==> src/sc_pkg.sv <==
// Package of offsets, fields, codes and reset values for the serial channel control block
package sc_pkg;

  // ----------------------------------------------------------------
  // Geometry
  // ----------------------------------------------------------------
  localparam int SC_NCH = 5;
  localparam int SC_I2C_CH_LIMIT = 3;
  localparam int SC_ADDR_W = 11;
  localparam int SC_STATUS_W = 10;

  // ----------------------------------------------------------------
  // Register byte addresses
  // ----------------------------------------------------------------
  localparam logic [10:0] SC_CTRL0_OFS [0:4] = '{11'h36C, 11'h2EC, 11'h33C, 11'h1E4, 11'h1EC};
  localparam logic [10:0] SC_MODE_BASE = 11'h400;
  localparam logic [10:0] SC_TXBUF_BASE = 11'h420;
  localparam logic [10:0] SC_RXBUF_BASE = 11'h440;
  localparam logic [10:0] SC_STEP = 11'h004;
  localparam logic [10:0] SC_IRQ_STATUS_OFS = 11'h460;
  localparam logic [10:0] SC_IRQ_MASK_OFS = 11'h464;

  // ----------------------------------------------------------------
  // Control register 0 fields
  // ----------------------------------------------------------------
  localparam int SC_F_RATE_LO = 0;
  localparam int SC_F_RATE_HI = 1;
  localparam int SC_F_RSVD2 = 2;
  localparam int SC_F_TX_EMPTY = 3;
  localparam int SC_F_CTS_DIS = 4;
  localparam int SC_F_DRIVE = 5;
  localparam int SC_F_CLK_POL = 6;
  localparam int SC_F_BIT_ORDER = 7;
  localparam logic [7:0] SC_CTRL0_RESET = 8'h08;

  // ----------------------------------------------------------------
  // Rate source and mode codes
  // ----------------------------------------------------------------
  localparam logic [1:0] SC_SRC_F1 = 2'h0;
  localparam logic [1:0] SC_SRC_F8 = 2'h1;
  localparam logic [1:0] SC_SRC_F2N = 2'h2;
  localparam logic [2:0] SC_MODE_OFF = 3'h0;
  localparam logic [2:0] SC_MODE_SYNC = 3'h1;
  localparam logic [2:0] SC_MODE_I2C = 3'h2;
  localparam logic [2:0] SC_MODE_UART7 = 3'h4;
  localparam logic [2:0] SC_MODE_UART8 = 3'h5;
  localparam logic [2:0] SC_MODE_UART9 = 3'h6;
  localparam logic [2:0] SC_BIT_LAST = 3'h7;

  typedef enum logic {SC_TX_IDLE = 1'b0, SC_TX_SHIFT = 1'b1} sc_tx_state_t;

endpackage : sc_pkg

==> src/sc_channel_control.sv <==
// Serial channel control register 0 block with Avalon-MM slave, shift engines and interrupt
//
// Chosen here: the Avalon-MM interface to the registers.
`timescale 1ns/1ps

module sc_channel_control (
  // Clock and reset
  input wire logic clk_sys,
  input wire logic rst,
  // Avalon-MM slave
  input wire logic [10:0] avs_address,
  input wire logic avs_read,
  input wire logic avs_write,
  input wire logic [3:0] avs_byteenable,
  input wire logic [31:0] avs_writedata,
  output logic [31:0] avs_readdata,
  output logic avs_waitrequest,
  // Interrupt
  output logic irq,
  // Rate generator count sources
  input wire logic tick_f1,
  input wire logic tick_f8,
  input wire logic tick_f2n,
  output logic [4:0] rate_count_tick,
  output logic [9:0] rate_source_sel,
  // Serial link pins
  input wire logic [4:0] serial_clock_in,
  input wire logic [4:0] rx_data_in,
  input wire logic [4:0] cts_n_in,
  output logic [4:0] tx_data_pin_o,
  output logic [4:0] tx_data_pin_oe,
  output logic [4:0] i2c_clock_pin_o,
  output logic [4:0] i2c_clock_pin_oe
);

  // ----------------------------------------------------------------
  // Bus handshake
  // ----------------------------------------------------------------
  // Every access waits exactly one cycle; read data is latched in the wait cycle
  logic ack;
  logic [9:0] irq_status;
  logic [9:0] irq_mask;
  logic [31:0] rd_mux;
  logic [31:0] rd_ch [0:4];
  wire bus_req = avs_read | avs_write;
  wire wr_go = avs_write & ack & avs_byteenable[0];
  wire [9:0] irq_events;
  wire hit_status = avs_address == sc_pkg::SC_IRQ_STATUS_OFS;
  wire hit_mask = avs_address == sc_pkg::SC_IRQ_MASK_OFS;

  assign avs_waitrequest = bus_req & ~ack;

  always_ff @(posedge clk_sys) begin
    if (rst) begin
      ack <= 1'b0;
    end else begin
      ack <= bus_req & ~ack;
    end
  end

  always_ff @(posedge clk_sys) begin
    if (rst) begin
      avs_readdata <= 32'h0000_0000;
    end else if (avs_read & ~ack) begin
      avs_readdata <= rd_mux;
    end
  end

  // Unmapped addresses read as zero and ignore writes
  always_comb begin
    rd_mux = 32'h0000_0000;
    if (hit_status) begin
      rd_mux[9:0] = irq_status;
    end
    if (hit_mask) begin
      rd_mux[9:0] = irq_mask;
    end
    for (int k = 0; k < sc_pkg::SC_NCH; k++) begin
      rd_mux = rd_mux | rd_ch[k];
    end
  end

  // ----------------------------------------------------------------
  // Interrupt status and mask
  // ----------------------------------------------------------------
  wire [9:0] clr_bits = (wr_go & hit_status) ? avs_writedata[9:0] : 10'h000;

  always_ff @(posedge clk_sys) begin
    if (rst) begin
      irq_status <= 10'h000;
      irq_mask <= 10'h000;
    end else begin
      // A new event wins over a clear in the same cycle
      irq_status <= (irq_status & ~clr_bits) | irq_events;
      if (wr_go & hit_mask) begin
        irq_mask <= avs_writedata[9:0];
      end
    end
  end

  assign irq = |(irq_status & irq_mask);

  // ----------------------------------------------------------------
  // Per-channel control, pins and shift engines
  // ----------------------------------------------------------------
  for (genvar ch = 0; ch < sc_pkg::SC_NCH; ch++) begin : g_ch
    localparam bit HAS_I2C = ch < sc_pkg::SC_I2C_CH_LIMIT;
    localparam logic [10:0] CH_STEP = 11'(ch * 4);
    localparam logic [10:0] MODE_OFS = sc_pkg::SC_MODE_BASE + CH_STEP;
    localparam logic [10:0] TXBUF_OFS = sc_pkg::SC_TXBUF_BASE + CH_STEP;
    localparam logic [10:0] RXBUF_OFS = sc_pkg::SC_RXBUF_BASE + CH_STEP;

    logic [7:0] ctrl;
    logic [2:0] mode;
    logic [7:0] tx_buf;
    logic tx_pend;
    sc_pkg::sc_tx_state_t tx_state;
    logic [2:0] tx_cnt;
    logic tx_bit;
    logic [7:0] rx_sh;
    logic [2:0] rx_cnt;
    logic [7:0] rx_buf;
    logic tx_done;
    logic rx_done;
    logic [1:0] clk_sync;
    logic clk_prev;
    logic [1:0] rx_sync;
    logic [1:0] cts_sync;

    wire hit_ctrl = avs_address == sc_pkg::SC_CTRL0_OFS[ch];
    wire hit_mode = avs_address == MODE_OFS;
    wire hit_tx = avs_address == TXBUF_OFS;
    wire hit_rx = avs_address == RXBUF_OFS;
    wire tx_empty = ~tx_pend & (tx_state == sc_pkg::SC_TX_IDLE);
    wire [1:0] src_sel = ctrl[sc_pkg::SC_F_RATE_HI:sc_pkg::SC_F_RATE_LO];
    wire mode_on = mode != sc_pkg::SC_MODE_OFF;
    wire mode_i2c = HAS_I2C && (mode == sc_pkg::SC_MODE_I2C);
    // Order applies in sync, 8-bit UART and, on I2C-capable channels, I2C
    wire order_ok = (mode == sc_pkg::SC_MODE_SYNC) | (mode == sc_pkg::SC_MODE_UART8) | mode_i2c;
    wire msb_first = ctrl[sc_pkg::SC_F_BIT_ORDER] & order_ok;
    wire pol = ctrl[sc_pkg::SC_F_CLK_POL];
    wire clk_rise = clk_sync[1] & ~clk_prev;
    wire clk_fall = ~clk_sync[1] & clk_prev;
    wire out_edge = pol ? clk_rise : clk_fall;
    wire in_edge = pol ? clk_fall : clk_rise;
    wire cts_ok = ctrl[sc_pkg::SC_F_CTS_DIS] | ~cts_sync[1];
    wire [2:0] tx_idx = msb_first ? (sc_pkg::SC_BIT_LAST - tx_cnt) : tx_cnt;
    wire [2:0] first_idx = msb_first ? sc_pkg::SC_BIT_LAST : 3'h0;
    wire open_drain = HAS_I2C && ctrl[sc_pkg::SC_F_DRIVE];
    wire [7:0] ctrl_wr = avs_writedata[7:0];
    wire [7:0] ctrl_rd;

    // Drive bit exists only on I2C-capable channels; elsewhere it reads zero
    if (HAS_I2C) begin : g_drv
      assign ctrl_rd = {ctrl[7:4], tx_empty, ctrl[2:0]};
    end else begin : g_nodrv
      assign ctrl_rd = {ctrl[7:6], 1'b0, ctrl[4], tx_empty, ctrl[2:0]};
    end

    assign rd_ch[ch] = hit_ctrl ? {24'h00_0000, ctrl_rd} :
                       hit_mode ? {29'h0000_0000, mode} :
                       hit_tx ? {24'h00_0000, tx_buf} :
                       hit_rx ? {24'h00_0000, rx_buf} : 32'h0000_0000;

    // Control register; the empty flag position is never stored
    always_ff @(posedge clk_sys) begin
      if (rst) begin
        ctrl <= sc_pkg::SC_CTRL0_RESET & ~(8'h01 << sc_pkg::SC_F_TX_EMPTY);
        mode <= sc_pkg::SC_MODE_OFF;
      end else begin
        if (wr_go & hit_ctrl) begin
          ctrl <= ctrl_wr & ~(8'h01 << sc_pkg::SC_F_TX_EMPTY);
          if (!HAS_I2C) begin
            ctrl[sc_pkg::SC_F_DRIVE] <= 1'b0;
          end
        end
        if (wr_go & hit_mode) begin
          mode <= avs_writedata[2:0];
        end
      end
    end

    // Link pins come from outside the clock domain
    always_ff @(posedge clk_sys) begin
      if (rst) begin
        // Start at the idle-high level of the link clock so no false edge follows reset
        clk_sync <= 2'h3;
        clk_prev <= 1'b1;
        rx_sync <= 2'h3;
        cts_sync <= 2'h3;
      end else begin
        clk_sync <= {clk_sync[0], serial_clock_in[ch]};
        clk_prev <= clk_sync[1];
        rx_sync <= {rx_sync[0], rx_data_in[ch]};
        cts_sync <= {cts_sync[0], cts_n_in[ch]};
      end
    end

    // Transmit engine: frame starts only when clear-to-send allows it
    always_ff @(posedge clk_sys) begin
      if (rst) begin
        tx_buf <= 8'h00;
        tx_pend <= 1'b0;
        tx_state <= sc_pkg::SC_TX_IDLE;
        tx_cnt <= 3'h0;
        tx_bit <= 1'b1;
        tx_done <= 1'b0;
      end else begin
        tx_done <= 1'b0;
        if (wr_go & hit_tx & ~tx_pend) begin
          tx_buf <= avs_writedata[7:0];
          tx_pend <= 1'b1;
        end
        if (out_edge & mode_on) begin
          case (tx_state)
            sc_pkg::SC_TX_IDLE: begin
              if (tx_pend & cts_ok) begin
                tx_state <= sc_pkg::SC_TX_SHIFT;
                tx_pend <= 1'b0;
                tx_cnt <= 3'h0;
                tx_bit <= tx_buf[first_idx];
              end
            end
            sc_pkg::SC_TX_SHIFT: begin
              if (tx_cnt == sc_pkg::SC_BIT_LAST) begin
                tx_state <= sc_pkg::SC_TX_IDLE;
                tx_bit <= 1'b1;
                tx_done <= 1'b1;
              end else begin
                tx_cnt <= tx_cnt + 3'h1;
                tx_bit <= tx_buf[tx_idx + 3'h1 - 3'(msb_first) * 3'h2];
              end
            end
            default: begin
              tx_state <= sc_pkg::SC_TX_IDLE;
            end
          endcase
        end
      end
    end

    // Receive engine: samples on the edge opposite to transmit
    always_ff @(posedge clk_sys) begin
      if (rst) begin
        rx_sh <= 8'h00;
        rx_cnt <= 3'h0;
        rx_buf <= 8'h00;
        rx_done <= 1'b0;
      end else begin
        rx_done <= 1'b0;
        if (in_edge & mode_on) begin
          rx_cnt <= rx_cnt + 3'h1;
          if (msb_first) begin
            rx_sh <= {rx_sh[6:0], rx_sync[1]};
          end else begin
            rx_sh <= {rx_sync[1], rx_sh[7:1]};
          end
          if (rx_cnt == sc_pkg::SC_BIT_LAST) begin
            rx_buf <= msb_first ? {rx_sh[6:0], rx_sync[1]} : {rx_sync[1], rx_sh[7:1]};
            rx_done <= 1'b1;
          end
        end
      end
    end

    // Rate generator source selection; code 3 selects no source
    assign rate_source_sel[2*ch+1:2*ch] = src_sel;
    assign rate_count_tick[ch] = (src_sel == sc_pkg::SC_SRC_F1) ? tick_f1 :
                                 (src_sel == sc_pkg::SC_SRC_F8) ? tick_f8 :
                                 (src_sel == sc_pkg::SC_SRC_F2N) ? tick_f2n : 1'b0;

    // Open-drain only pulls low; push-pull drives both levels when enabled
    assign tx_data_pin_o[ch] = open_drain ? 1'b0 : tx_bit;
    assign tx_data_pin_oe[ch] = mode_on & (open_drain ? ~tx_bit : 1'b1);
    assign i2c_clock_pin_o[ch] = open_drain ? 1'b0 : clk_sync[1];
    assign i2c_clock_pin_oe[ch] = mode_i2c & (open_drain ? ~clk_sync[1] : 1'b1);

    assign irq_events[ch] = tx_done;
    assign irq_events[ch + sc_pkg::SC_NCH] = rx_done;
  end

endmodule : sc_channel_control

==> config.mk <==
export PLATFORM = sky130hd
export DESIGN_NAME = sc_channel_control
export DESIGN_NICKNAME = d
export VERILOG_FILES = /design/src/sc_pkg.sv /design/src/sc_channel_control.sv
export SDC_FILE = /design/constraint.sdc
export NUM_CORES = 1
export LEC_CHECK = 0
export BUFFER_PORTS_ARGS = -buffer_cell sky130_fd_sc_hd__buf_4
export CAP_MARGIN = 40
export CORE_ASPECT_RATIO = 1.4
export CORE_MARGIN = 2
export CORE_UTILIZATION = 30
export DETAILED_ROUTE_END_ITERATION = 10
export GPL_ROUTABILITY_DRIVEN = 0
export PLACE_DENSITY_LB_ADDON = 0.08
export RECOVER_POWER = 100
export SYNTH_ARGS = -nofsm -noshare
export SYNTH_HDL_FRONTEND = slang
export SYNTH_SLANG_ARGS = --single-unit
==> constraint.sdc <==
create_clock -name clk_sys -period 4.1 [get_ports clk_sys]
set_clock_uncertainty 0.15 [all_clocks]
set_input_delay 0.82 -clock clk_sys [delete_from_list [all_inputs] [get_ports clk_sys]]
set_output_delay 0.82 -clock clk_sys [all_outputs]
set_load 0.02 [all_outputs]
# Yosys cells after proc, flatten, opt, wreduce, memory -nomap -nowiden
# Index checks and enable logic that the tools add are counted.
# classes
add_sub_neg	25
multipliers	0
div	0
magnitude_cmp	10
n_eq_ne	65
shifts	0
muxes	170
bitwise	129
n_reduce_logical	36
# op_table
operator	count
$mux W8	25
$eq A11 B11 Y1 const B	17
$or A32 B32 Y32	4
$mux W1	97
$and A1 B1 Y1	67
$mux W3	20
$add A3 B1 Y3 const B	15
$eq A3 B3 Y1 const B	15
$lt A3 B4 Y1 const B	10
$not A1 Y1	39
$eq A11 B10 Y1 const B	3
$or A10 B32 Y32	1
$bmux W1 S3	10
$mux W10	3
$pmux W3 S2	5
$eq A11 B9 Y1 const B	2
$and A10 B10 Y10	2
$pmux W1 S2	10
$reduce_and A2 Y1	10
$eq A3 B1 Y1 const B	5
$reduce_and A3 Y1	5
$reduce_bool A3 Y1	5
$reduce_or A3 Y1	5
$sub A3 B2 Y3	5
other kinds (12)	55
# totals
regBits	311
latchBits	0
mem_bits_rw	0
rom_bits	0
out_inout_bits	69
word_cells	519
n_memories	0

# Logic depth before layout (Yosys ltp)
# Gate-level depths: netlist of run 1.
# logic_depth
ltp_word	11
depth_mapped	13
depth_no_buf	12

# Worst setup path after synthesis of run 1
# No wires, ideal clock.
# synth_path
path_kind	flip-flop to flip-flop
start	register g_ch[1].mode[1]
end	register g_ch[1].tx_bit
setup_time_ns	0.125
arrival_time_ns	3.475
setup_slack_ns	0.350
stages_incl_launch_ff	12
n_path_buf	0
cell_sequence	dfxtp_1 nor3b_1 o21ai_1 inv_1 ha_1 xnor2_1 ha_1 xor2_1 xnor2_1 mux4_1 mux4_2 a2bb2oi_1
# synth_via
elab_chain_len	11
elab_cells_between_ends	20
classes_between	2 x add/sub; 3 x eq/ne; 9 x mux; 4 x bitwise; 2 x reduce/logical
# synth_rtl
item	line	rtl
start, declared	sc_channel_control.sv:114	logic [2:0] mode;
start signal, assigned	sc_channel_control.sv:169	mode <= sc_pkg::SC_MODE_OFF;
start signal, assigned	sc_channel_control.sv:178	mode <= avs_writedata[2:0];
$eq A3 B1 Y1 / $eq A3 B3 Y1 (equally long branches)	sc_channel_control.sv:139	wire order_ok = (mode == sc_pkg::SC_MODE_SYNC) | (mode == sc_pkg::SC_MODE_UART8) | mode_i2c;
$or A1 B1 Y1 (2 in series)	sc_channel_control.sv:139	
$and A1 B1 Y1	sc_channel_control.sv:140	wire msb_first = ctrl[sc_pkg::SC_F_BIT_ORDER] & order_ok;
$mux W3	sc_channel_control.sv:147	wire [2:0] tx_idx = msb_first ? (sc_pkg::SC_BIT_LAST - tx_cnt) : tx_cnt;
$add A3 B1 Y3	sc_channel_control.sv:231	tx_bit <= tx_buf[tx_idx + 3'h1 - 3'(msb_first) * 3'h2];
$sub A3 B2 Y3	sc_channel_control.sv:231	
$bmux W1 S3	sc_channel_control.sv:231	
$mux W1 (implied by the code)	sc_channel_control.sv:231	
$mux W1	sc_channel_control.sv:225	if (tx_cnt == sc_pkg::SC_BIT_LAST) begin
$pmux W1 S2	sc_channel_control.sv:215	case (tx_state)
end signal, assigned	sc_channel_control.sv:221	tx_bit <= tx_buf[first_idx];
end signal, assigned	sc_channel_control.sv:231	
end, declared	sc_channel_control.sv:119	logic tx_bit;
# Several ways; a longest one is shown, not always the timed one. The select of a mux whose other input is x is not followed.
# A chain may end at the register's enable or synchronous reset.

# Final worst setup path of run 1
# layout_path
start	input avs_address[3]
end	register g_ch[0].ctrl[6]
# layout_via
elab_chain_len	2
# layout_rtl
item	line	rtl
start, declared	sc_channel_control.sv:11	input wire logic [10:0] avs_address,
$eq A11 B10 Y1	sc_channel_control.sv:130	wire hit_ctrl = avs_address == sc_pkg::SC_CTRL0_OFS[ch];
$and A1 B1 Y1	sc_channel_control.sv:171	if (wr_go & hit_ctrl) begin
end signal, assigned	sc_channel_control.sv:168	ctrl <= sc_pkg::SC_CTRL0_RESET & ~(8'h01 << sc_pkg::SC_F_TX_EMPTY);
end signal, assigned	sc_channel_control.sv:172	ctrl <= ctrl_wr & ~(8'h01 << sc_pkg::SC_F_TX_EMPTY);
end, declared	sc_channel_control.sv:113	logic [7:0] ctrl;
# Every way passes these cells.

==> impl_metrics.prom, run 1 <==
# TYPE chip_impl_metric gauge
chip_impl_metric{name="cap_viol_max_count",unit=""} 4
chip_impl_metric{name="firstDrtPassIters",unit=""} 5
chip_impl_metric{name="share_comb_of_total_power",unit=""} 0.048
chip_impl_info{name="cp-startpoint",value="avs_address[3]"} 1
chip_impl_metric{name="yosysWarnings",unit=""} 0
chip_impl_metric{name="number_of_drc_markers_after_the_initial_detailed_route_iteration",unit=""} 682
chip_impl_metric{name="die-width",unit="µm"} 189
chip_impl_metric{name="grt_usage",unit=""} 0.199
chip_impl_metric{name="drt-total-wl",unit="mm"} 50.5
chip_impl_info{name="post-synth-top-area-cell",value="sky130_fd_sc_hd__dfxtp_1"} 1
chip_impl_metric{name="number_of_synthesized_flops_with_an_enable_pin",unit=""} 0
chip_impl_info{name="yosys-top-cells-area",value="sky130_fd_sc_hd__dfxtp_1 40%, sky130_fd_sc_hd__mux2i_1 13%, sky130_fd_sc_hd__nor2_1 6.2%"} 1
chip_impl_info{name="synth_most_common_cell",value="sky130_fd_sc_hd__dfxtp_1"} 1
chip_impl_metric{name="syn2layout_area_growth",unit="%"} 13.9
chip_impl_metric{name="cts_num_sinks",unit=""} 289
chip_impl_info{name="root_buffer",value="sky130_fd_sc_hd__clkbuf_16"} 1
chip_impl_metric{name="clock_tree.htree_level_count",unit=""} 2
chip_impl_metric{name="clock_power_share",unit=""} 0.499
chip_impl_metric{name="grt_use_met1",unit=""} 0.247
chip_impl_metric{name="worst-endpoint-arrival",unit="ns"} 4.11
chip_impl_metric{name="netSwitchingPower",unit="mW"} 1.48
chip_impl_metric{name="setup_viol_count_final",unit=""} 0
chip_impl_metric{name="holdBufCountCts",unit=""} 0
chip_impl_metric{name="detail_route.drc_violations",unit=""} 0
chip_impl_metric{name="clock_insertion_delay_worst_skew",unit="ns"} 0.53
chip_impl_metric{name="path_clk_slew",unit="ns"} 0.06
chip_impl_metric{name="final_period_minus_worst_setup_slack",unit="ns"} 3.89
chip_impl_metric{name="ys_seq_area_frac",unit=""} 0.403
chip_impl_metric{name="fin_ws",unit="ns"} 0.208
chip_impl_metric{name="dpl.cell_count",unit=""} 2192
chip_impl_metric{name="grt.met2_usage",unit=""} 0.346
chip_impl_metric{name="number_of_nets_at_the_end_of_the_flow",unit=""} 1703
chip_impl_info{name="r2r_end",value="g_ch[1].tx_bit$_SDFFE_PP1P_"} 1
chip_impl_metric{name="detailedPlacementHpwl",unit="mm"} 36.8
chip_impl_metric{name="postRouteAntennaNets",unit=""} 0
chip_impl_metric{name="post-cts-setup-buffer-count",unit=""} 0
chip_impl_info{name="tritoncts",value="done"} 1
chip_impl_metric{name="power.total",unit="mW"} 6.28
chip_impl_info{name="synthTopCellsByCount",value="289 x sky130_fd_sc_hd__dfxtp_1, 238 x sky130_fd_sc_hd__nor2_1, 189 x sky130_fd_sc_hd__mux2i_1"} 1
chip_impl_info{name="failed_checks",value="max-capacitance violations, max-slew violations"} 1
chip_impl_metric{name="cellLeakagePower",unit="nW"} 6.22
chip_impl_metric{name="num_antenna_cells",unit=""} 0
chip_impl_metric{name="hold_viol_final",unit=""} 0
chip_impl_metric{name="top_level_ports",unit=""} 138
chip_impl_metric{name="slew_viol_final",unit=""} 52
chip_impl_metric{name="synth.distinct_cells",unit=""} 89
chip_impl_metric{name="final.period_utilization",unit=""} 0.949
chip_impl_metric{name="grt_antenna_before_repair",unit=""} 0
chip_impl_metric{name="wl_per_cell",unit="µm"} 22.4
chip_impl_info{name="criticalPathCategory",value="input pin to flip-flop"} 1
chip_impl_metric{name="grt_pass1_vias",unit=""} 11500
chip_impl_metric{name="fmax",unit="MHz"} 257
chip_impl_info{name="startpoint_types",value="input pin"} 1
chip_impl_metric{name="fill_cells",unit=""} 4865
chip_impl_metric{name="p_per_area",unit="nW/µm²"} 384
chip_impl_info{name="crit_end",value="g_ch[0].ctrl[6]$_SDFFE_PP0P_"} 1
chip_impl_metric{name="pwr-share-seq",unit=""} 0.453
chip_impl_metric{name="setup_total_negative_slack",unit="ns"} 0
chip_impl_metric{name="worst_r2r_path_depth",unit=""} 11
chip_impl_metric{name="synth_area",unit="µm²"} 14400
chip_impl_metric{name="r2r_slack",unit="ns"} 0.39
chip_impl_metric{name="timing.slew.headroom",unit=""} -0.0714
chip_impl_metric{name="routed_via_count",unit=""} 11700
chip_impl_metric{name="ctsResizeCount",unit=""} 0
chip_impl_metric{name="post-synth-top-area-fraction",unit=""} 0.403
chip_impl_metric{name="synth_cells",unit=""} 1562
chip_impl_metric{name="synth_area_per_cell",unit="µm²"} 9.19
chip_impl_metric{name="internal_power",unit="mW"} 4.80
chip_impl_metric{name="vdd_ir_drop_max",unit="mV"} 0.193
chip_impl_metric{name="power.share.switching",unit=""} 0.236
chip_impl_info{name="gr-max-usage-layer",value="met2"} 1
chip_impl_metric{name="initial_core_util",unit=""} 0.304
chip_impl_metric{name="row_count",unit=""} 94
chip_impl_info{name="cp-end-kind",value="flip-flop"} 1
chip_impl_metric{name="grt_overflow",unit=""} 0
chip_impl_metric{name="synth_async_sr_flop_share",unit=""} 0
chip_impl_metric{name="worst_pin_slew",unit="ns"} 1.59
chip_impl_metric{name="req_time_crit_path",unit="ns"} 4.32
chip_impl_metric{name="pre_cts_slack",unit="ns"} 0.497
chip_impl_metric{name="numCtsBuffers",unit=""} 34
chip_impl_info{name="dominantRegCellSynth",value="sky130_fd_sc_hd__dfxtp_1"} 1
chip_impl_metric{name="crit_path_max_fanout",unit=""} 21
chip_impl_metric{name="cts.path.max_buffers",unit=""} 3
chip_impl_info{name="min-delay-path-class",value="flip-flop to flip-flop"} 1
chip_impl_metric{name="die_area",unit="µm²"} 49600
chip_impl_metric{name="grt_pass1_wl",unit="mm"} 74.9
chip_impl_info{name="worst_r2r_startpoint",value="g_ch[1].mode[1]$_SDFFE_PP0P_"} 1
chip_impl_metric{name="detail_route.vias_per_cell",unit=""} 5.18
chip_impl_metric{name="placeableCoreArea",unit="µm²"} 47200
chip_impl_metric{name="final_cells",unit=""} 2254
chip_impl_metric{name="layout-drive-gt1-share",unit=""} 0.126
chip_impl_metric{name="largest_net_degree_at_the_start_of_global_routing",unit=""} 176
chip_impl_metric{name="postSynthRegisterBits",unit=""} 289
chip_impl_info{name="outcome",value="finished with violations"} 1
chip_impl_info{name="unrepaired_setup_endpoints_after_global_routing",value="false"} 1
chip_impl_metric{name="die_height",unit="µm"} 263
chip_impl_metric{name="grt_use_met3",unit=""} 0.0236
chip_impl_metric{name="port_buffers",unit=""} 88
chip_impl_metric{name="postLayoutCoreUtil",unit=""} 0.347
==> logic make-up after synthesis <==
| kind of cell | synth area share |
|---|---|
| AOI/OAI and AO/OA | 0.151 |
| xor gates and xnor gates | 0.0155 |
| adders and majority gates | 0.0261 |
| buffers and inverters | 0.0581 |
| DFF | 0.403 |
| muxes | 0.154 |
| other | 0.000261 |
| and+or+nand+nor | 0.192 |
==> metal layers <==
layer / share of wire / up-vias
met5: 0 / -
met4: 0.042 / 0
met3: 0.040 / 95
met2: 0.49 / 313
met1: 0.43 / 5579
li1: - / 5691
==> worst min path at each step <==
stage / start / end / slack (ns) / cells after the start
6_report: g_ch[3].clk_sync[0]$_SDFF_PP1_ / g_ch[3].clk_sync[1]$_SDFF_PP1_ / 0.26 / 1
4_1_cts: g_ch[3].clk_sync[0]$_SDFF_PP1_ / g_ch[3].clk_sync[1]$_SDFF_PP1_ / 0.26 / 1
2_1_floorplan: g_ch[0].clk_sync[0]$_SDFF_PP1_ / g_ch[0].clk_sync[1]$_SDFF_PP1_ / 0.24 / 1
3_3_place_gp: g_ch[2].clk_sync[0]$_SDFF_PP1_ / g_ch[2].clk_sync[1]$_SDFF_PP1_ / 0.24 / 1
5_1_grt: g_ch[2].rx_sync[0]$_SDFF_PP1_ / g_ch[2].rx_sync[1]$_SDFF_PP1_ / 0.27 / 1
3_5_place_dp: g_ch[3].clk_sync[0]$_SDFF_PP1_ / g_ch[3].clk_sync[1]$_SDFF_PP1_ / 0.25 / 1
==> cell type report <==
type                            instances  area [µm²]  area share
Tap cell                              624         781      0.0477
Multi-Input combinational cell       1127        7790       0.476
Sequential cell                       289        5790       0.354
Timing Repair Buffer                  128         757      0.0463
Clock buffer                           55        1090      0.0668
Clock inverter                          7        62.6     0.00382
Inverter                               24        90.1     0.00551
==> per-stage QoR <==
stage | hold slack [ns] | area, µm²
2_1_floorplan | 0.239 | 14400
3_3_place_gp | 0.242 | 15500
3_5_place_dp | 0.248 | 15500
4_1_cts | 0.264 | 16700
5_1_grt | 0.274 | 16400
6_report | 0.262 | 16400
==> power groups by stage <==
| stage | clock (mW) | sequential (mW) | combinational (mW) |
|---|---|---|---|
| 2_1_floorplan | 0 | 2.91 | 0.190 |
| 3_3_place_gp | 0 | 2.91 | 0.319 |
| 3_5_place_dp | 0 | 2.91 | 0.320 |
| 4_1_cts | 3.24 | 2.84 | 0.320 |
| 5_1_grt | 3.33 | 2.84 | 0.321 |
| 6_report | 3.13 | 2.84 | 0.305 |
==> state kept, by name, summed over array words and instances (netlist names), 10 cells and up <==
register,count
g_ch.cts_sync,10
g_ch.rx_sh,40
g_ch.rx_buf,40
g_ch.clk_sync,10
g_ch.rx_sync,10
irq_mask,10
g_ch.ctrl,33
g_ch.rx_cnt,15
avs_readdata,10
g_ch.tx_buf,40
irq_status,10
g_ch.mode,15
g_ch.tx_cnt,15
==> cell usage in the layout (no fill, tap or decap), types with 13 or more instances in the layout <==
cell / instances
sky130_fd_sc_hd__a22oi_1: 40
sky130_fd_sc_hd__nand3_1: 29
sky130_fd_sc_hd__ha_1: 30
sky130_fd_sc_hd__o21ai_0: 43
sky130_fd_sc_hd__nand2_1: 59
sky130_fd_sc_hd__xnor2_1: 14
sky130_fd_sc_hd__nor3_1: 37
sky130_fd_sc_hd__a21oi_1: 57
sky130_fd_sc_hd__buf_4: 69
sky130_fd_sc_hd__clkbuf_1: 65
sky130_fd_sc_hd__nand3b_1: 20
sky130_fd_sc_hd__mux2i_1: 189
sky130_fd_sc_hd__nor2b_1: 18
sky130_fd_sc_hd__nor2_1: 238
sky130_fd_sc_hd__a211oi_1: 85
sky130_fd_sc_hd__dfxtp_1: 289
sky130_fd_sc_hd__inv_1: 21
sky130_fd_sc_hd__clkbuf_16: 37
sky130_fd_sc_hd__or2_2: 37
sky130_fd_sc_hd__conb_1: 24
sky130_fd_sc_hd__mux2_2: 13
==> critical path: stages <==
cell and delay [ns]:
sky130_fd_sc_hd__clkbuf_1 0.91, sky130_fd_sc_hd__nor4bb_1 0.73, sky130_fd_sc_hd__and3_1 0.31, sky130_fd_sc_hd__clkbuf_1 0.37
sky130_fd_sc_hd__nand3_1 0.56, sky130_fd_sc_hd__mux2i_1 0.32, sky130_fd_sc_hd__nor2_1 0.05
(Power assumes the default switching activity.)
==> inputs of run 2 (changes only) <==
ABC_AREA = 1   (was unset)
REMOVE_ABC_BUFFERS = 1   (was unset)
==> impl_metrics.prom, run 2 <==
# TYPE chip_impl_metric gauge
chip_impl_info{name="outcome",value="finished with violations"} 1
chip_impl_info{name="failed_checks",value="max-capacitance violations, max-slew violations"} 1
chip_impl_info{name="startpoint_types",value="flip-flop"} 1
chip_impl_metric{name="dpl.cell_count",unit=""} 2608
chip_impl_metric{name="postSynthRegisterBits",unit=""} 289
chip_impl_metric{name="clock_power_share",unit=""} 0.499
chip_impl_metric{name="holdBufCountCts",unit=""} 0
chip_impl_metric{name="cap_viol_max_count",unit=""} 1
chip_impl_info{name="root_buffer",value="sky130_fd_sc_hd__clkbuf_16"} 1
chip_impl_metric{name="largest_net_degree_at_the_start_of_global_routing",unit=""} 94
chip_impl_metric{name="share_comb_of_total_power",unit=""} 0.046
chip_impl_metric{name="pwr-share-seq",unit=""} 0.455
chip_impl_metric{name="clock_insertion_delay_worst_skew",unit="ns"} 0.58
chip_impl_metric{name="routed_via_count",unit=""} 12800
chip_impl_info{name="unrepaired_setup_endpoints_after_global_routing",value="false"} 1
chip_impl_metric{name="final_period_minus_worst_setup_slack",unit="ns"} 2.97
chip_impl_metric{name="slew_viol_final",unit=""} 39
chip_impl_metric{name="synth.distinct_cells",unit=""} 47
chip_impl_info{name="post-synth-top-area-cell",value="sky130_fd_sc_hd__dfxtp_1"} 1
chip_impl_metric{name="layout-drive-gt1-share",unit=""} 0.0951
chip_impl_metric{name="vdd_ir_drop_max",unit="mV"} 0.345
chip_impl_info{name="worst_path_dominant_cell_family",value="compound AO/OA/AOI/OAI gates"} 1
chip_impl_info{name="critical_path.slowest_cell",value="sky130_fd_sc_hd__o311ai_0"} 1
chip_impl_metric{name="internal_power",unit="mW"} 4.79
chip_impl_metric{name="firstDrtPassIters",unit=""} 5
chip_impl_info{name="largestRegisters",value="g_ch.rx_buf: 40 flops, g_ch.rx_sh: 40 flops, g_ch.tx_buf: 40 flops"} 1
chip_impl_metric{name="hold_ws",unit="ns"} 0.258
chip_impl_metric{name="number_of_nets_at_the_end_of_the_flow",unit=""} 2116
chip_impl_metric{name="fin_ws",unit="ns"} 1.13
chip_impl_metric{name="worst_pin_slew",unit="ns"} 1.79
chip_impl_metric{name="row_count",unit=""} 94
chip_impl_metric{name="grt_overflow",unit=""} 0
chip_impl_metric{name="p_per_area",unit="nW/µm²"} 387
chip_impl_info{name="tritoncts",value="done"} 1
chip_impl_metric{name="path_clk_slew",unit="ns"} 0.06
chip_impl_metric{name="grt_antenna_before_repair",unit=""} 0
chip_impl_info{name="synth_most_common_cell",value="sky130_fd_sc_hd__nand2_1"} 1
chip_impl_metric{name="final_cells",unit=""} 2665
chip_impl_metric{name="ctsResizeCount",unit=""} 0
chip_impl_metric{name="drt-total-wl",unit="mm"} 47.1
chip_impl_metric{name="syn2layout_area_growth",unit="%"} 14.0
chip_impl_metric{name="hold_viol_final",unit=""} 0
chip_impl_metric{name="postRouteAntennaNets",unit=""} 0
chip_impl_metric{name="detailedPlacementHpwl",unit="mm"} 34.7
chip_impl_metric{name="die-width",unit="µm"} 188
chip_impl_info{name="criticalPathCategory",value="flip-flop to primary output"} 1
chip_impl_metric{name="ys_seq_area_frac",unit=""} 0.408
chip_impl_metric{name="crit_path_max_fanout",unit=""} 5
chip_impl_metric{name="req_time_crit_path",unit="ns"} 3.13
chip_impl_metric{name="grt_usage",unit=""} 0.190
chip_impl_info{name="cp-end-kind",value="primary output"} 1
chip_impl_metric{name="cellLeakagePower",unit="nW"} 6.75
chip_impl_metric{name="clock_tree.htree_level_count",unit=""} 1
chip_impl_metric{name="count_of_buffering_cells_on_the_critical_path_with_inverters_included",unit=""} 1
chip_impl_metric{name="detail_route.vias_per_cell",unit=""} 4.80
chip_impl_metric{name="post-cts-setup-buffer-count",unit=""} 0
chip_impl_metric{name="worst-endpoint-arrival",unit="ns"} 2.00
chip_impl_metric{name="fmax",unit="MHz"} 337
chip_impl_metric{name="timing.slew.headroom",unit=""} -0.194
chip_impl_metric{name="die_height",unit="µm"} 261
chip_impl_metric{name="final.period_utilization",unit=""} 0.724
chip_impl_metric{name="slowest_delay",unit="ns"} 0.73
chip_impl_info{name="layout.cells.most_common_list",value="313 x sky130_fd_sc_hd__nand2_1, 289 x sky130_fd_sc_hd__dfxtp_1, 249 x sky130_fd_sc_hd__inv_1, 239 x sky130_fd_sc_hd__o21ai_0, 186 x sky130_fd_sc_hd__a21oi_1"} 1
chip_impl_info{name="min-delay-path-class",value="flip-flop to flip-flop"} 1
chip_impl_metric{name="port_buffers",unit=""} 88
chip_impl_metric{name="power.share.switching",unit=""} 0.233
chip_impl_metric{name="top_level_ports",unit=""} 138
chip_impl_metric{name="num_antenna_cells",unit=""} 0
chip_impl_metric{name="cts_num_sinks",unit=""} 289
chip_impl_metric{name="pre_cts_slack",unit="ns"} 1.03
chip_impl_metric{name="initial_core_util",unit=""} 0.303
chip_impl_info{name="yosys-top-cells-area",value="sky130_fd_sc_hd__dfxtp_1 41%, sky130_fd_sc_hd__nand2_1 8.3%, sky130_fd_sc_hd__o21ai_0 8.2%"} 1
chip_impl_metric{name="cts.path.max_buffers",unit=""} 3
chip_impl_metric{name="grt_pass1_wl",unit="mm"} 71.9
chip_impl_metric{name="die_area",unit="µm²"} 49000
chip_impl_info{name="synthTopCellsByCount",value="313 x sky130_fd_sc_hd__nand2_1, 289 x sky130_fd_sc_hd__dfxtp_1, 249 x sky130_fd_sc_hd__inv_1"} 1
chip_impl_metric{name="synth_async_sr_flop_share",unit=""} 0
chip_impl_metric{name="synth_area",unit="µm²"} 14200
chip_impl_metric{name="synth_area_per_cell",unit="µm²"} 7.19
chip_impl_metric{name="numCtsBuffers",unit=""} 31
chip_impl_metric{name="number_of_synthesized_flops_with_an_enable_pin",unit=""} 0
chip_impl_metric{name="netSwitchingPower",unit="mW"} 1.45
chip_impl_metric{name="placeableCoreArea",unit="µm²"} 46800
chip_impl_info{name="ordered_list_of_cells_on_the_worst_path",value="o311ai_0, clkbuf_1"} 1
chip_impl_info{name="layout_commonest_cell",value="sky130_fd_sc_hd__nand2_1"} 1
chip_impl_metric{name="yosysWarnings",unit=""} 0
chip_impl_metric{name="detail_route.drc_violations",unit=""} 0
chip_impl_metric{name="synth_cells",unit=""} 1970
chip_impl_metric{name="setup_viol_count_final",unit=""} 0
chip_impl_metric{name="post-synth-top-area-fraction",unit=""} 0.408
chip_impl_metric{name="wl_per_cell",unit="µm"} 17.7
chip_impl_info{name="dominantRegCellSynth",value="sky130_fd_sc_hd__dfxtp_1"} 1
chip_impl_metric{name="number_of_drc_markers_after_the_initial_detailed_route_iteration",unit=""} 694
chip_impl_metric{name="grt_pass1_vias",unit=""} 12300
chip_impl_metric{name="setup_total_negative_slack",unit="ns"} 0
==> run 2: power groups by stage <==
stage | Sequential, mW | Clock, mW | Combinational, mW
5_1_grt | 2.84 | 3.32 | 0.310
3_3_place_gp | 2.91 | 0 | 0.296
3_5_place_dp | 2.91 | 0 | 0.297
4_1_cts | 2.84 | 3.21 | 0.298
2_1_floorplan | 2.91 | 0 | 0.128
6_report | 2.84 | 3.12 | 0.285
==> run 2: path summary, 6_finish.rpt <==
check                                start                       endpoint  slack [ns]  depth (start not counted)
min reg2reg  g_ch[3].rx_sync[0]$_SDFF_PP1_  g_ch[3].rx_sync[1]$_SDFF_PP1_        0.26                          1
max reg2reg   g_ch[2].mode[0]$_SDFFE_PP0P_    g_ch[2].tx_bit$_SDFFE_PP1P_        1.15                         19
min          g_ch[3].rx_sync[0]$_SDFF_PP1_  g_ch[3].rx_sync[1]$_SDFF_PP1_        0.26                          1
max           g_ch[4].ctrl[0]$_SDFFE_PP0P_             rate_count_tick[4]        1.13                          2
==> run 2: metal layers <==
metal / wire (µm) / global-route usage
met1: 20500 / 0.232
met2: 23200 / 0.344
met3: 1910 / 0.0217
met4: 1540 / 0.0691
met5: 0 / 0
==> run 2: cell families after synthesis <==
kind of cell / after synthesis / synth area share
and+or+nand+nor: 727 / 0.232
AOI/OAI and AO/OA: 518 / 0.200
buffers and inverters: 379 / 0.116
DFF: 289 / 0.408
adders and majority gates: 30 / 0.0265
muxes: 16 / 0.0113
xor gates and xnor gates: 10 / 0.00618
other: 1 / 0.000265
==> run 2: cell type report <==
type                       count  area (µm²)
sequential                   289        5790
inverter                     265         997
clock inverter                15         233
timing repair buffer         105         634
tap                          624         781
clock buffer                  42         887
fill                        5175       30700
multi-input combinational   1325        6830
==> run 2: stage by stage <==
step / util / total power [mW] / area [µm²]
6_report: 0.345 / 6.24 / 16100
5_1_grt: 0.345 / 6.48 / 16100
4_1_cts: 0.349 / 6.35 / 16300
3_5_place_dp: 0.325 / 3.20 / 15200
3_3_place_gp: 0.325 / 3.20 / 15200
2_1_floorplan: - / 3.04 / 13600
==> inputs of run 3 (changes only) <==
clock period = 2.8 ns   (was 4.1 ns; I/O delays follow)
==> impl_metrics.prom, run 3 (same netlist as run 2, synthesis figures left out) <==
# TYPE chip_impl_metric gauge
chip_impl_metric{name="die-width",unit="µm"} 188
chip_impl_metric{name="drt-total-wl",unit="mm"} 47.4
chip_impl_metric{name="number_of_nets_at_the_end_of_the_flow",unit=""} 2154
chip_impl_metric{name="crit_path_max_fanout",unit=""} 4
chip_impl_info{name="unrepaired_setup_endpoints_after_global_routing",value="false"} 1
chip_impl_metric{name="row_count",unit=""} 94
chip_impl_metric{name="grt_overflow",unit=""} 0
chip_impl_metric{name="cap_viol_max_count",unit=""} 1
chip_impl_metric{name="top_level_ports",unit=""} 138
chip_impl_metric{name="firstDrtPassIters",unit=""} 5
chip_impl_metric{name="num_antenna_cells",unit=""} 0
chip_impl_metric{name="number_of_drc_markers_after_the_initial_detailed_route_iteration",unit=""} 739
chip_impl_metric{name="ctsResizeCount",unit=""} 0
chip_impl_metric{name="numCtsBuffers",unit=""} 36
chip_impl_info{name="criticalPathCategory",value="flip-flop to flip-flop"} 1
chip_impl_metric{name="holdBufCountCts",unit=""} 0
chip_impl_metric{name="hold_viol_final",unit=""} 0
chip_impl_metric{name="clock_tree.htree_level_count",unit=""} 2
chip_impl_metric{name="worst-endpoint-arrival",unit="ns"} 2.84
chip_impl_metric{name="layout-drive-gt1-share",unit=""} 0.112
chip_impl_metric{name="p_per_area",unit="nW/µm²"} 564
chip_impl_metric{name="fill_cells",unit=""} 5116
chip_impl_metric{name="detailedPlacementHpwl",unit="mm"} 35.3
chip_impl_metric{name="worst_pin_slew",unit="ns"} 1.92
chip_impl_metric{name="power.total",unit="mW"} 9.30
chip_impl_metric{name="grt_antenna_before_repair",unit=""} 0
chip_impl_info{name="cp-end-kind",value="flip-flop"} 1
chip_impl_info{name="startpoint_types",value="flip-flop"} 1
chip_impl_metric{name="cts_num_sinks",unit=""} 289
chip_impl_metric{name="grt_usage",unit=""} 0.193
chip_impl_info{name="outcome",value="finished with violations"} 1
chip_impl_metric{name="die_area",unit="µm²"} 49000
chip_impl_metric{name="setup_viol_count_final",unit=""} 0
chip_impl_info{name="layout.cells.most_common_list",value="311 x sky130_fd_sc_hd__nand2_1, 289 x sky130_fd_sc_hd__dfxtp_1, 249 x sky130_fd_sc_hd__inv_1, 239 x sky130_fd_sc_hd__o21ai_0, 186 x sky130_fd_sc_hd__a21oi_1"} 1
chip_impl_info{name="layout_commonest_cell",value="sky130_fd_sc_hd__nand2_1"} 1
chip_impl_metric{name="path_clk_slew",unit="ns"} 0.06
chip_impl_metric{name="wl_per_cell",unit="µm"} 17.5
chip_impl_metric{name="routed_via_count",unit=""} 12900
chip_impl_metric{name="syn2layout_area_growth",unit="%"} 16.4
chip_impl_metric{name="cts.path.max_buffers",unit=""} 3
chip_impl_info{name="tritoncts",value="done"} 1
chip_impl_metric{name="clock_insertion_delay_worst_skew",unit="ns"} 0.53
chip_impl_metric{name="fmax",unit="MHz"} 388
chip_impl_metric{name="grt_pass1_vias",unit=""} 12500
chip_impl_metric{name="slew_viol_final",unit=""} 36
chip_impl_metric{name="port_buffers",unit=""} 88
chip_impl_metric{name="largest_net_degree_at_the_start_of_global_routing",unit=""} 66
chip_impl_info{name="min-delay-path-class",value="input pin to flip-flop"} 1
chip_impl_metric{name="setup_total_negative_slack",unit="ns"} 0
chip_impl_metric{name="grt_pass1_wl",unit="mm"} 73.1
chip_impl_metric{name="initial_core_util",unit=""} 0.303
chip_impl_metric{name="detail_route.drc_violations",unit=""} 0
chip_impl_metric{name="final.period_utilization",unit=""} 0.920
chip_impl_info{name="largestRegisters",value="g_ch.rx_buf: 40 flops, g_ch.rx_sh: 40 flops, g_ch.tx_buf: 40 flops"} 1
chip_impl_info{name="failed_checks",value="max-capacitance violations, max-slew violations"} 1
chip_impl_metric{name="vdd_ir_drop_max",unit="mV"} 0.501
chip_impl_metric{name="detail_route.vias_per_cell",unit=""} 4.76
chip_impl_metric{name="timing.slew.headroom",unit=""} -0.277
chip_impl_metric{name="cellLeakagePower",unit="nW"} 6.97
chip_impl_metric{name="post-cts-setup-buffer-count",unit=""} 0
chip_impl_metric{name="placeableCoreArea",unit="µm²"} 46800
chip_impl_metric{name="die_height",unit="µm"} 261
chip_impl_metric{name="final_period_minus_worst_setup_slack",unit="ns"} 2.58
chip_impl_metric{name="postRouteAntennaNets",unit=""} 0
chip_impl_info{name="root_buffer",value="sky130_fd_sc_hd__clkbuf_16"} 1
chip_impl_metric{name="req_time_crit_path",unit="ns"} 3.07
[run 3: cell count changes in the layout (fill, tap and decap cells not counted), moves of 2 or more]
cell | previous run | this run
sky130_fd_sc_hd__clkbuf_16 | 31 | 37
sky130_fd_sc_hd__clkbuf_8 | 7 | 3
sky130_fd_sc_hd__bufinv_16 | 6 | 4
sky130_fd_sc_hd__buf_4 | 55 | 89
sky130_fd_sc_hd__nand2_1 | 313 | 311
sky130_fd_sc_hd__nand2_2 | 9 | 11
sky130_fd_sc_hd__buf_12 | 2 | 4
[run 3: layer usage]
layer,wire length (µm),up-vias,GRT usage
met2,23900,244,0.351
met4,1610,0,0.0731
li1,-,6629,-
met3,1830,71,0.0292
met5,0,-,0
met1,20100,5929,0.231
[run 3: per-stage QoR]
stage	utilization	hold WS (ns)	setup WS, ns	instance area [µm²]	instances
floorplan	-	0.239	-0.769	13600	1879
global placement	0.331	0.241	0.148	15500	2641
detailed placement	0.331	0.244	0.131	15500	2641
CTS	0.356	0.0446	0.183	16700	2702
global route	0.352	0.0432	0.000609	16500	2702
finish	0.352	0.0671	0.225	16500	2702
[run 3: path summary, 6_finish.rpt]
kind	startpoint	endpoint	slack, ns	cells past startpoint
worst min register to register	g_ch[3].rx_sync[0]$_SDFF_PP1_	g_ch[3].rx_sync[1]$_SDFF_PP1_	0.25	1
worst max register to register	g_ch[1].mode[0]$_SDFFE_PP0P_	g_ch[1].tx_bit$_SDFFE_PP1P_	0.22	18
worst max-delay path	g_ch[1].mode[0]$_SDFFE_PP0P_	g_ch[1].tx_bit$_SDFFE_PP1P_	0.22	18
worst min-delay path	serial_clock_in[1]	g_ch[1].clk_sync[0]$_SDFF_PP1_	0.07	2
[run 3: critical path: stages, from the launching register on]
cell	delay [ns]
sky130_fd_sc_hd__dfxtp_1	0.32
sky130_fd_sc_hd__nor2_1	0.14
sky130_fd_sc_hd__nand2_1	0.11
sky130_fd_sc_hd__nand2_1	0.13
sky130_fd_sc_hd__nand2_1	0.10
sky130_fd_sc_hd__inv_1	0.13
sky130_fd_sc_hd__ha_1	0.25
sky130_fd_sc_hd__xnor2_1	0.17
sky130_fd_sc_hd__ha_1	0.18
sky130_fd_sc_hd__nand3b_1	0.11
sky130_fd_sc_hd__nand2_1	0.08
sky130_fd_sc_hd__nand2_1	0.08
sky130_fd_sc_hd__inv_1	0.04
sky130_fd_sc_hd__nor2_1	0.12
sky130_fd_sc_hd__nand3_1	0.09
sky130_fd_sc_hd__nand3_1	0.08
sky130_fd_sc_hd__nand3_1	0.09
sky130_fd_sc_hd__nand2_1	0.07
sky130_fd_sc_hd__nand2_1	0.04
[run 3: layout make-up]
| class | instances | area (µm²) | area share |
|---|---|---|---|
| inverters | 265 | 998 | 0.0605 |
| flip-flops and latches | 289 | 5790 | 0.351 |
| clock buffers | 47 | 993 | 0.0602 |
| clock inverters | 14 | 181 | 0.0110 |
| well taps | 624 | 781 | 0.0473 |
| repair buffers | 138 | 917 | 0.0556 |
| multi-input cells | 1325 | 6830 | 0.414 |
[run 3: where the power goes]
part,switching (mW),internal [mW]
Clock,1.85,2.86
Sequential,0.0186,4.15
Combinational,0.309,0.121
Total,2.17,7.13
